File: src/pkg/rivg_defs.svh
// Constants for the reset and interrupt vector address generator.
`ifndef RIVG_DEFS_SVH
`define RIVG_DEFS_SVH

// ----------------------------------------------------------------------
// Vector table layout, in program words
// ----------------------------------------------------------------------
`define RIVG_NUM_VEC        22
`define RIVG_RESET_OFS      16'h0000
`define RIVG_TABLE_OFS      16'h0002
`define RIVG_LAST_OFS       16'h002a
`define RIVG_SLOT_STRIDE    16'h0002

// ----------------------------------------------------------------------
// Control word fields and reset values
// ----------------------------------------------------------------------
`define RIVG_CTL_EN_BIT     0
`define RIVG_CTL_SEL_BIT    1
`define RIVG_SEL_RST        1'b0
`define RIVG_FUSE_PROG      1'b0

// ----------------------------------------------------------------------
// Timing
// ----------------------------------------------------------------------
`define RIVG_CHG_WIN_CYC    4

`endif

File: src/pkg/rivg_pkg.sv
// Types shared by the reset and interrupt vector address generator.
package rivg_pkg;

   // State of the automatic interrupt block around a table move.
   typedef enum logic [1:0] {
      RIVG_BLK_IDLE,
      RIVG_BLK_ARMED,
      RIVG_BLK_AFTER_WR
   } rivg_blk_e;

   // Vector number, 1 is reset.
   typedef logic [4:0] rivg_vecno_t;

endpackage : rivg_pkg

File: src/logic/rivg_vector_gen.sv
// Reset and interrupt vector address generator for the fetch unit.
//----------------------------------------------------------------------
// Overview of operation
// - Twenty-two slots two words apart, last 0x002A.
// - All reset sources share one reset vector, 0x0000 with the fuse unprogrammed.
// - Ext irq zero and pin changes at 0x0002-0x0006.
// - Timer 2 and timer 1 vectors 0x0008-0x0012.
// - Timer 0, serial vectors 0x0014-0x001E.
// - Serial iface, comparator, converter, nvm 0x0020-0x002A.
// - Programmed fuse starts reset at boot start.
// - Select set adds boot start to vectors.
// - Table base independent of reset address choice.
// - Fuse one unprogrammed, zero programmed.
// - Enable clears after four cycles or select write.
// - Block interrupts during move, flag untouched.
//----------------------------------------------------------------------
`timescale 1ns/1ps
`include "rivg_defs.svh"

module rivg_vector_gen #(
   parameter int ADDR_W  = 16,
   parameter int NUM_VEC = `RIVG_NUM_VEC
) (
   // Clock and reset.
   input  wire logic              sys_clk,
   input  wire logic              arst_n,
   // Reset sources: pin, power-on, brown-out, watchdog, debug port.
   input  wire logic [4:0]        reset_src,
   // Fuses and boot section placement.
   input  wire logic              boot_reset_fuse,
   input  wire logic [ADDR_W-1:0] boot_start_addr,
   // Core control register write and instruction retire.
   input  wire logic              ctl_wr,
   input  wire logic [1:0]        ctl_wdata,
   input  wire logic              instr_done,
   // Interrupt requests, bit 0 is vector 2.
   input  wire logic [NUM_VEC-2:0] irq_req,
   input  wire logic              global_irq_en,
   // Fetch side results.
   output logic                   reset_active,
   output logic [ADDR_W-1:0]      reset_addr,
   output logic                   irq_pending,
   output logic [4:0]             vector_no,
   output logic [ADDR_W-1:0]      vector_addr,
   // Control state seen by the core.
   output logic                   vector_table_select,
   output logic                   vector_change_enable,
   output logic                   irq_blocked
);

   localparam int NUM_IRQ = NUM_VEC - 1;

   // ---------------------------------------------------------------
   // Parameter checks
   // ---------------------------------------------------------------
   if (NUM_VEC != `RIVG_NUM_VEC || ADDR_W < 7 || ADDR_W > 16) begin : g_chk
      $error("rivg_vector_gen: unsupported NUM_VEC or ADDR_W");
   end

   // ---------------------------------------------------------------
   // Registers
   // ---------------------------------------------------------------
   logic                 reset_active_reg;
   logic [ADDR_W-1:0]    reset_addr_reg;
   logic                 irq_pending_reg;
   logic [4:0]           vector_no_reg;
   logic [ADDR_W-1:0]    vector_addr_reg;
   logic                 sel_reg;
   logic                 chg_en_reg;
   logic                 chg_en_next;
   logic                 blocked_reg;
   logic [1:0]           cnt_reg;
   logic [1:0]           cnt_next;
   rivg_pkg::rivg_blk_e  blk_reg;
   rivg_pkg::rivg_blk_e  blk_next;
   logic                 any_reset;
   logic                 en_wr;
   logic                 sel_wr;
   logic                 blocked_next;
   logic [NUM_IRQ-1:0]   req_ok;
   logic [NUM_IRQ-1:0]   grant;
   logic [4:0]           sel_idx;
   logic [15:0]          sel_ofs;
   logic [ADDR_W-1:0]    table_base;

   assign any_reset = |reset_src;
   // A write with the enable bit set only arms; it never moves the table.
   assign en_wr     = ctl_wr & ctl_wdata[`RIVG_CTL_EN_BIT];
   assign sel_wr    = ctl_wr & ~ctl_wdata[`RIVG_CTL_EN_BIT] & chg_en_reg;

   // ---------------------------------------------------------------
   // Reset vector
   // ---------------------------------------------------------------
   // Every reset source lands on the same vector; the fuse picks its place.
   always_ff @(posedge sys_clk or negedge arst_n) begin
      if (!arst_n) begin
         reset_active_reg <= 1'b1;
         reset_addr_reg   <= ADDR_W'(`RIVG_RESET_OFS);
      end else begin
         reset_active_reg <= any_reset;
         if (boot_reset_fuse == `RIVG_FUSE_PROG) begin
            reset_addr_reg <= boot_start_addr;
         end else begin
            reset_addr_reg <= ADDR_W'(`RIVG_RESET_OFS);
         end
      end
   end

   // ---------------------------------------------------------------
   // Change window and block state
   // ---------------------------------------------------------------
   // The block starts in the very cycle the enable is written, so a request
   // arriving with that write cannot slip through.
   always_comb begin
      blk_next    = blk_reg;
      cnt_next    = cnt_reg;
      chg_en_next = chg_en_reg;
      case (blk_reg)
         rivg_pkg::RIVG_BLK_IDLE: begin
            if (en_wr) begin
               blk_next = rivg_pkg::RIVG_BLK_ARMED;
            end
         end
         rivg_pkg::RIVG_BLK_ARMED: begin
            if (sel_wr) begin
               blk_next = rivg_pkg::RIVG_BLK_AFTER_WR;
            end else if (!en_wr && cnt_reg == 2'h0) begin
               blk_next = rivg_pkg::RIVG_BLK_IDLE;
            end
         end
         rivg_pkg::RIVG_BLK_AFTER_WR: begin
            if (en_wr) begin
               blk_next = rivg_pkg::RIVG_BLK_ARMED;
            end else if (instr_done) begin
               blk_next = rivg_pkg::RIVG_BLK_IDLE;
            end
         end
         default: begin
            blk_next = rivg_pkg::RIVG_BLK_IDLE;
         end
      endcase
      if (en_wr) begin
         chg_en_next = 1'b1;
         cnt_next    = 2'(`RIVG_CHG_WIN_CYC - 1);
      end else if (sel_wr) begin
         chg_en_next = 1'b0;
      end else if (chg_en_reg) begin
         if (cnt_reg == 2'h0) begin
            chg_en_next = 1'b0;
         end else begin
            cnt_next = cnt_reg - 2'h1;
         end
      end
      if (any_reset) begin
         blk_next    = rivg_pkg::RIVG_BLK_IDLE;
         chg_en_next = 1'b0;
         cnt_next    = 2'h0;
      end
      blocked_next = (blk_next != rivg_pkg::RIVG_BLK_IDLE);
   end

   // Window state.
   always_ff @(posedge sys_clk or negedge arst_n) begin
      if (!arst_n) begin
         blk_reg     <= rivg_pkg::RIVG_BLK_IDLE;
         cnt_reg     <= 2'h0;
         chg_en_reg  <= 1'b0;
         blocked_reg <= 1'b0;
      end else begin
         blk_reg     <= blk_next;
         cnt_reg     <= cnt_next;
         chg_en_reg  <= chg_en_next;
         blocked_reg <= blocked_next;
      end
   end

   // Table select; only a write inside the open window or a reset changes it.
   always_ff @(posedge sys_clk or negedge arst_n) begin
      if (!arst_n) begin
         sel_reg <= `RIVG_SEL_RST;
      end else if (any_reset) begin
         sel_reg <= `RIVG_SEL_RST;
      end else if (sel_wr) begin
         sel_reg <= ctl_wdata[`RIVG_CTL_SEL_BIT];
      end
   end

   // ---------------------------------------------------------------
   // Request arbitration
   // ---------------------------------------------------------------
   // The global flag is only read here, never altered by the block.
   assign req_ok = irq_req & {NUM_IRQ{global_irq_en & ~blocked_next}};

   // Each request wins only if no lower-numbered request is present.
   for (genvar i = 0; i < NUM_IRQ; i++) begin : g_grant
      if (i == 0) begin : g_first
         assign grant[i] = req_ok[i];
      end else begin : g_rest
         assign grant[i] = req_ok[i] & ~(|req_ok[i-1:0]);
      end
   end

   // One-hot grant to slot index.
   always_comb begin
      sel_idx = 5'h00;
      for (int k = 0; k < NUM_IRQ; k++) begin
         if (grant[k]) begin
            sel_idx = sel_idx | 5'(k);
         end
      end
   end

   // Slot k sits one stride above slot k-1 from the first interrupt slot.
   assign sel_ofs    = `RIVG_TABLE_OFS + `RIVG_SLOT_STRIDE * 16'(sel_idx);
   assign table_base = sel_reg ? boot_start_addr : ADDR_W'(`RIVG_RESET_OFS);

   // Registered vector; the adder wraps inside the program space.
   always_ff @(posedge sys_clk or negedge arst_n) begin
      if (!arst_n) begin
         irq_pending_reg <= 1'b0;
         vector_no_reg   <= 5'h00;
         vector_addr_reg <= ADDR_W'(`RIVG_TABLE_OFS);
      end else begin
         irq_pending_reg <= |req_ok & ~any_reset;
         vector_no_reg   <= sel_idx + 5'h02;
         vector_addr_reg <= table_base + ADDR_W'(sel_ofs);
      end
   end

   assign reset_active         = reset_active_reg;
   assign reset_addr           = reset_addr_reg;
   assign irq_pending          = irq_pending_reg;
   assign vector_no            = vector_no_reg;
   assign vector_addr          = vector_addr_reg;
   assign vector_table_select  = sel_reg;
   assign vector_change_enable = chg_en_reg;
   assign irq_blocked          = blocked_reg;
endmodule : rivg_vector_gen

File: config.mk
export PLATFORM = sky130hd
export DESIGN_NAME = rivg_vector_gen
export DESIGN_NICKNAME = d
export VERILOG_FILES = /design/src/pkg/rivg_pkg.sv /design/src/logic/rivg_vector_gen.sv
export VERILOG_INCLUDE_DIRS = /design/src /design/src/pkg
export SDC_FILE = /design/constraint.sdc
export NUM_CORES = 1
export LEC_CHECK = 0
export BUFFER_PORTS_ARGS = -buffer_cell sky130_fd_sc_hd__buf_2
export CAP_MARGIN = 5
export CORE_ASPECT_RATIO = 0.5
export CORE_MARGIN = 5
export CORE_UTILIZATION = 44
export CTS_CLUSTER_DIAMETER = 50
export DETAILED_ROUTE_END_ITERATION = 12
export MAX_ROUTING_LAYER = met4
export PLACE_DENSITY = 0.8
export SLEW_MARGIN = 20
export SYNTH_ARGS = -nofsm -noshare
export SYNTH_HDL_FRONTEND = slang
export SYNTH_SLANG_ARGS = --single-unit
File: constraint.sdc
create_clock -name sys_clk -period 3.05 [get_ports sys_clk]
set_clock_uncertainty 0.05 [all_clocks]
set_input_delay 0.305 -clock sys_clk [delete_from_list [all_inputs] [get_ports sys_clk]]
set_output_delay 0.305 -clock sys_clk [all_outputs]
set_load 0.02 [all_outputs]
==> results of run 1 <==
## cells by family (layout without fill, tap and decap cells)
logic type      after synthesis  count (layout)  share of synthesized area
mux                           1               1                    0.00423
compound gates               43              43                      0.121
simple gates                 97              97                      0.235
xor+xnor                     13              13                     0.0481
fa+ha+maj                    13              13                     0.0718
flops                        46              46                      0.487
buf+inv                      20             177                     0.0322
## cell type report
class | count | area share
multi-input cells | 167 | 0.377
clock buffers | 5 | 0.0185
repair buffers | 153 | 0.250
flip-flops and latches | 46 | 0.309
clock inverters | 3 | 0.00570
well taps | 70 | 0.0235
inverters | 16 | 0.0161
## synth_stat cells, types with 2 or more instances
cell and count:
nor3_1 3, a31oi_1 2, o21ai_0 9, nand3_1 5, nor2b_1 17, o21bai_1 2, or4_4 2, a211oi_1 11
nor2_1 26, a21o_1 2, nor4b_1 2, nor4_1 2, inv_1 16, xor2_1 4, and3_1 2, nand2_1 10
dfstp_2 2, clkbuf_1 3, and2_1 15, nand4_1 2, dfrtp_1 44, ha_1 12, a21oi_1 9, nand2b_1 3
xnor2_1 9
## power by group
group	leakage, nW	internal, mW	switching (mW)
clock	0.0441	0.161	0.218
sequential	0.610	0.627	0.00431
combinational	1.19	0.0882	0.107
## repair_timing
action	CTS	global route
endpoints found under the setup margin	10	12
buffers inserted	7	6
hold buffers	0	1
pin swaps	37	19
resized for setup	34	10
endpoints found under the hold margin	0	44
## worst max-delay path, delay by kind of cell, from the launching register on
kind | cells | cell delay (ns)
buffers and inverters | 4 | 0.31
xor gates and xnor gates | 1 | 0.17
and+or+nand+nor | 5 | 0.64
AOI/OAI and AO/OA | 4 | 0.75
DFF | 1 | 0.39
adders and majority gates | 4 | 0.85
## worst paths after layout
kind	to	slack [ns]	cells after the start
max	vector_addr[10]	-0.16	18
min	reset_addr[4]	0.18	2
max reg2reg	vector_addr[10]	-0.16	18
min reg2reg	vector_table_select	0.64	2
max in group asynchronous	vector_no[3]	2.08	2
min in group asynchronous	vector_addr[13]	0.48	2
## metrics by stage
stage / cells / area (µm²)
3_3_place_gp: 442 / 3330
5_1_grt: 460 / 3730
6_report: 460 / 3730
3_5_place_dp: 442 / 3330
4_1_cts: 456 / 3640
2_1_floorplan: 233 / 2410
## layer usage
metal,global-route usage,part of all wire,up-vias
li1,-,-,1108
met1,0.247,0.41,1123
met2,0.388,0.51,82
met3,0.0406,0.053,20
met4,0.0942,0.027,0
met5,-,0,-
==> impl_metrics.toml, run 1 <==
[layout]
fillers = 332
layout_common_cells = "buf_2, buf_4, dfrtp_1"
regArea_um2 = 1150
mostFrequentLayoutCell = "buf_2"
area_delta_synth_final_pct = 57.4
nNetsFinal = 452
multiInputGateArea_um2 = 1400
fin_util = 0.736
drive_gt1_frac = 0.518
diodes = 0

[floorplanning]
die_y_um = 61.9
core_area_um2 = 5070
dieArea_um2 = 7040
io_pins = 92
start_util = 0.467
die_w_um = 114
num_rows = 18

[grt]
grt_pass1_wl_mm = 11.4
grt_antenna_before_repair = 0
globalRouteTotalUtil = 0.217
grt_max_degree = 47
grt_pass1_vias = 2428
overflow = 0

[critical_path]
path_cells = "inv_1, ha_2, nor3b_2, a32o_2, o31ai_4, nand2_2, buf_6, or2_1, ha_2, inv_2, ha_4, inv_2, fa_2, nor2b_4, o21ai_4, a211oi_2, xor2_1, and2_1"
critPathRequiredTime_ns = 3.26
startpoint = "cnt_reg[1]"
cp.arrival_ns = 3.42
crit_fanout = 5
critPathMaxStageDelay_ns = 0.39
r2r-start = "cnt_reg[1]"
cp-end-kind = "register"
critical-path-slowest-cell = "dfrtp_1"
critical_path_class = "register to register"
start_kind = "register"

[sta]
rsz0062_at_grt = "true"
max_slew_margin = 0.617
tns_ns = -0.753
slew_viol_final = 0
fin_crit_sh = 1.05
clock.fmax_ghz = 0.311
tightestPinTransition_ns = 0.575
setup_slack_ns = -0.164
period_minus_slack_ns = 3.21
timing.hold.ws_ns = 0.176
hold_viol_final = 0
finalSetupViolCount = 9

[drt]
detail-route-antenna-nets = 0
totalWireLength_mm = 7.33
via_per_inst = 5.07
drc = 0
drtIter0Drc = 90
post_drt_wl_per_cell_um = 15.9
firstDrtPassIters = 4
vias = 2333

[place]
io_buffers = 91
place_ws_ns = -0.576
gp_congestion = 0.812
dp_hpwl_mm = 4.91

[clock_network]
cts.path.max_buffers = 2
cts-root-buf = "clkbuf_8"
cts_max_level = 2
numCtsBuffers = 5
cts_sinks = 46
cts.clk_slew.worst_paths_ns = 0.09
clock_latency_ns = 0.30
cts_tree = "done"

[synth]
ys_ff_latch = 46
synthArstFlopShare = 1.00
synth_ff_type = "dfrtp_1"
yosysTopAreaCell = "dfrtp_1"
yosysWarnings = 0
seq_area_frac_synth = 0.487
synthesis.nets = 296
syn_area_um2 = 2370
syn_inst = 233
synthTopCellsByArea = "dfrtp_1, ha_1, nor2b_1"
ys_types = 44
syn_avg_cell_area_um2 = 10.2
yosysTopAreaCellShare = 0.465
synth_edf_count = 0

[power]
power_mw = 1.21
leakagePower_nw = 1.84
worst_ir_drop_vdd_v = 0.000208
p_per_area_nw_per_um2 = 323

[hold_path]
hold_class = "input pin to register"
holdCritStartpoint = "boot_start_addr[4]"

[run_status]
status = "finished with violations"
violations = "negative setup slack"

[run]
maxCapViolCount = 0
No activity file was read; power rests on OpenSTA's default activity.
==> run 2: changes to the inputs <==
Settings changed: CORE_UTILIZATION 44 to 49, PLACE_DENSITY 0.8 to 0.84.
Clock period 3.05 ns to 3.6 ns, I/O delays scaled along.
==> run 2 against run 1 <==
Critical endpoint unchanged. Clock-buffer cell count up 1. Flip-flop and latch count unchanged. Die area down 9.0%. Largest power group unchanged. Worst setup slack better by 0.36 ns. Sequential share of layout area up 4.5 points. First-iteration DRC count down 14%. The run ends with negative hold slack left. Via count down 8.8%. Clock power about the same. Utilization down 1.6 points. Sequential power down 15%. Final cell count down 8.3%.
==> impl_metrics.toml, run 2 (same netlist as run 1, synthesis figures left out) <==
[run_status]
status = "finished with violations"
violations = "negative hold slack"

[drt]
met1Wirelength_mm = 2.37
drc = 0
post_drt_wl_per_cell_um = 14.3
vias = 2127
detail-route-antenna-nets = 0
firstDrtPassIters = 4
met2_wirelength_mm = 3.08
highest_layer = "met4"
via_per_inst = 5.04
drtIter0Drc = 77
dr_wl_met3_um = 428
totalWireLength_mm = 6.02

[sta]
clock.fmax_ghz = 0.294
timing.hold.ws_ns = -0.0126
setup_slack_ns = 0.195
hold_viol_final = 11
tns_ns = 0
max_slew_margin = 0.631
tightestPinTransition_ns = 0.554
finalSetupViolCount = 0
fin_crit_sh = 0.946
slew_viol_final = 0
period_minus_slack_ns = 3.41

[grt]
overflow = 0
grt_antenna_before_repair = 0
grt_pass1_vias = 2173
grt_max_degree = 47
grt_pass1_wl_mm = 9.80
globalRouteTotalUtil = 0.201

[critical_path]
r2r-start = "blk_reg[0]"
critical_path_class = "input pin to register"
cp-end-kind = "register"
start_kind = "input pin"
critPathMaxStageDelay_ns = 0.53
critPathRequiredTime_ns = 3.79
critical-path-slowest-cell = "or4_4"
path_cells = "buf_2, or4_4, nand2b_4, or4_4, a31oi_1, ha_1, ha_1, inv_1, fa_1, nor2b_1, o21ai_2, a211oi_2, xor2_1, and2_1"
cp.arrival_ns = 3.60
startpoint = "irq_req[0]"
crit_fanout = 5

[clock_network]
cts_setup_buffers = 0
numCtsBuffers = 5
cts.clk_slew.worst_paths_ns = 0.08
cts_tree = "done"
cts.path.max_buffers = 2
cts_sinks = 46
clock_latency_ns = 0.29
cts-root-buf = "clkbuf_8"
cts_max_level = 2

[place]
gp_congestion = 0.838
dp_hpwl_mm = 4.68
io_buffers = 91
place_ws_ns = -0.270

[power]
power_mw = 1.06
leakagePower_nw = 1.68
p_per_area_nw_per_um2 = 324
worst_ir_drop_vdd_v = 0.000192

[hold_path]
hold_class = "input pin to asynchronous set/reset pin"

[layout]
area_delta_synth_final_pct = 37.6
mostFrequentLayoutCell = "buf_2"
diodes = 0
nNetsFinal = 418
layout_common_cells = "buf_2, dfrtp_1, buf_4"
drive_gt1_frac = 0.402

[run]
maxCapViolCount = 0

[floorplanning]
start_util = 0.523
num_rows = 17
die_y_um = 59.2
io_pins = 92
die_w_um = 108
dieArea_um2 = 6410
core_area_um2 = 4530
==> run 2: path summary, 6_finish.rpt <==
check	to	slack, ns	depth (start not counted)
max in group asynchronous	vector_addr[1]	3.12	1
worst max register to register	vector_addr[10]	0.22	14
worst min register to register	cnt_reg[1]	0.60	2
min in group sys_clk	reset_addr[0]	0.24	2
worst max-delay path	vector_addr[10]	0.19	14
worst min-delay path	vector_no[1]	-0.01	1
==> run 2: final cells by class <==
type | instances | area (µm²)
multi-input cells | 167 | 1180
well taps | 66 | 82.6
inverters | 16 | 60.1
repair buffers | 119 | 668
fillers | 340 | 1270
clock buffers | 6 | 72.6
clock inverters | 2 | 37.5
flip-flops and latches | 46 | 1150
==> run 2: per-stage QoR <==
| stage | utilization | std cells | cell area [µm²] | hold WS, ns |
|---|---|---|---|---|
| finish | 0.719 | 422 | 3260 | -0.0126 |
| global route | 0.719 | 422 | 3260 | 0.0363 |
| CTS | 0.710 | 422 | 3220 | 0.196 |
| detailed placement | 0.684 | 414 | 3100 | 0.520 |
| global placement | 0.684 | 414 | 3100 | 0.498 |
| floorplan | - | 233 | 2370 | 0.0144 |
==> run 2: per-layer routing <==
metal / track usage / vias to the layer above
met5: - / -
met3: 0.0468 / 15
li1: - / 1048
met2: 0.355 / 73
met4: 0.0863 / 0
met1: 0.223 / 991
==> run 2: report_power, final <==
group / internal (mW) / switching [mW] / leakage [nW]
Sequential: 0.531 / 0.00361 / 0.610
Combinational: 0.0617 / 0.0827 / 1.02
Clock: 0.207 / 0.171 / 0.0514
Total: 0.800 / 0.258 / 1.68
==> run 2: worst max-delay path, delay by kind of cell <==
family	cells	cell delay, ns
compound gates	3	0.62
xor+xnor	1	0.17
fa+ha+maj	3	0.76
buf+inv	2	0.16
simple gates	5	1.51
==> run 2: timing repair <==
action	in CTS	in global routing
pin swaps	1	0
hold buffers	0	0
gates resized for setup	2	9
gates cloned	0	0
setup endpoints to repair	7	8
==> run 3: changes to the inputs <==
Settings changed: PLACE_DENSITY 0.84 to 0.89.
==> run 3 against run 2 <==
Clock-buffer cell count unchanged. Die area unchanged. Sequential power about the same. Wire length about the same. Hold slack better by 0.0014 ns. Non-clock buffer count unchanged. Design area down 0.19%. Combinational power about the same. The run still ends with negative hold slack left. Critical path depth up 3. Utilization down 0.14 points. Via count up 0.66%.
==> impl_metrics.toml, run 3 (same netlist as run 1, synthesis figures left out) <==
[grt]
grt_max_degree = 47
grt_antenna_before_repair = 0
globalRouteTotalUtil = 0.196
overflow = 0
grt_pass1_vias = 2145
grt_pass1_wl_mm = 9.52

[sta]
timing.hold.ws_ns = -0.0113
tightestPinTransition_ns = 0.549
fin_crit_sh = 0.956
finalSetupViolCount = 0
clock.fmax_ghz = 0.291
rsz0062_at_grt = "true"
slew_viol_final = 0
hold_viol_final = 5
max_slew_margin = 0.634
period_minus_slack_ns = 3.44
tns_ns = 0

[drt]
firstDrtPassIters = 4
drc = 0
totalWireLength_mm = 6.02
met1Wirelength_mm = 2.42
post_drt_wl_per_cell_um = 14.3
drtIter0Drc = 54
via_per_inst = 5.07
highest_layer = "met4"
dr_wl_met3_um = 367
detail-route-antenna-nets = 0
met2_wirelength_mm = 3.15
vias = 2141

[critical_path]
start_kind = "register"
cp.arrival_ns = 3.63
critical_path_class = "register to register"
r2r_cells = 17
crit_fanout = 6
r2r-start = "cnt_reg[0]"
cp-end-kind = "register"
critPathRequiredTime_ns = 3.79
r2r_end = "vector_addr[10]"
r2r_slack_ns = 0.16

[layout]
final_area_um2 = 3250
drive_gt1_frac = 0.404
mostFrequentLayoutCell = "buf_2"
fillers = 321
area_delta_synth_final_pct = 37.3
layout_common_cells = "buf_2, dfrtp_1, buf_4"
diodes = 0
nNetsFinal = 418

[clock_network]
cts_max_level = 2
clock_latency_ns = 0.29
cts_setup_buffers = 0
cts-root-buf = "clkbuf_8"
cts_hold_buf = 0
cts_tree = "done"
cts.path.max_buffers = 2
cts_sinks = 46
numCtsBuffers = 5
cts.clk_slew.worst_paths_ns = 0.08

[power]
leakagePower_nw = 1.68
power_mw = 1.05
p_per_area_nw_per_um2 = 324
worst_ir_drop_vdd_v = 0.000162

[run]
maxCapViolCount = 0

[place]
place_area_um2 = 3100
dp_hpwl_mm = 4.57
gp_congestion = 0.879
io_buffers = 91

[run_status]
violations = "negative hold slack"
status = "finished with violations"

[floorplanning]
dieArea_um2 = 6410
io_pins = 92
core_area_um2 = 4530
die_y_um = 59.2
die_w_um = 108
start_util = 0.523
num_rows = 17

[hold_path]
hold_class = "input pin to asynchronous set/reset pin"
==> run 3: layer usage <==
layer,global-route usage,vias to the layer above
li1,-,1043
met1,0.222,1016
met2,0.358,72
met3,0.0348,10
met4,0.0612,0
met5,-,-
==> run 3: through the flow <==
| step | cells | setup slack, ns | utilization | hold slack [ns] |
|---|---|---|---|---|
| final | 422 | 0.160 | 0.718 | -0.0113 |
| after global routing | 422 | -0.0594 | 0.718 | 0.0321 |
| after CTS | 422 | 0.0314 | 0.711 | 0.195 |
| after detailed placement | 414 | -0.356 | 0.684 | 0.519 |
| after global placement | 414 | -0.107 | 0.684 | 0.496 |
| after floorplan | 233 | 0.109 | - | 0.0144 |
==> run 3: layout make-up <==
| cell class | instances | area (µm²) | area share |
|---|---|---|---|
| Sequential cell | 46 | 1150 | 0.355 |
| Tap cell | 66 | 82.6 | 0.0254 |
| Clock inverter | 2 | 37.5 | 0.0115 |
| Clock buffer | 6 | 72.6 | 0.0223 |
| Multi-Input combinational cell | 167 | 1180 | 0.362 |
| Timing Repair Buffer | 119 | 668 | 0.205 |
| Inverter | 16 | 60.1 | 0.0185 |
==> run 3: report_power, final <==
group / internal [mW] / switching (mW) / leakage (nW) / total, mW
combinational: 0.0612 / 0.0824 / 1.02 / 0.144
sequential: 0.531 / 0.00349 / 0.610 / 0.534
clock: 0.207 / 0.168 / 0.0514 / 0.375
==> run 3: worst max path at each step <==
stage          cells past startpoint        from              end  slack (ns)
3_5_place_dp                      16  irq_req[0]  vector_addr[10]       -0.36
2_1_floorplan                     13  irq_req[0]  vector_addr[10]        0.11
3_3_place_gp                      14  irq_req[0]  vector_addr[12]       -0.11
4_1_cts                           17  cnt_reg[0]  vector_addr[10]        0.03
6_report                          17  cnt_reg[0]  vector_addr[10]        0.16
5_1_grt                           17  cnt_reg[0]  vector_addr[10]       -0.06
==> run 3: repair_timing <==
action	in CTS	in global routing
endpoints found under the setup margin	3	8
pin swaps	2	2
gates resized for setup	3	8
gates cloned	0	0
==> run 3: worst max-delay path: stages (launching register included) <==
cell and delay [ns]:
dfrtp_1 0.42, inv_1 0.07, ha_1 0.16, nor3b_1 0.06
a32o_1 0.23, o31ai_2 0.25, nand2_2 0.15, or2_1 0.26
ha_1 0.20, inv_1 0.05, ha_1 0.15, inv_1 0.06
fa_1 0.42, nor2b_2 0.18, o21ai_2 0.13, a211oi_2 0.24
xor2_1 0.17, and2_1 0.14
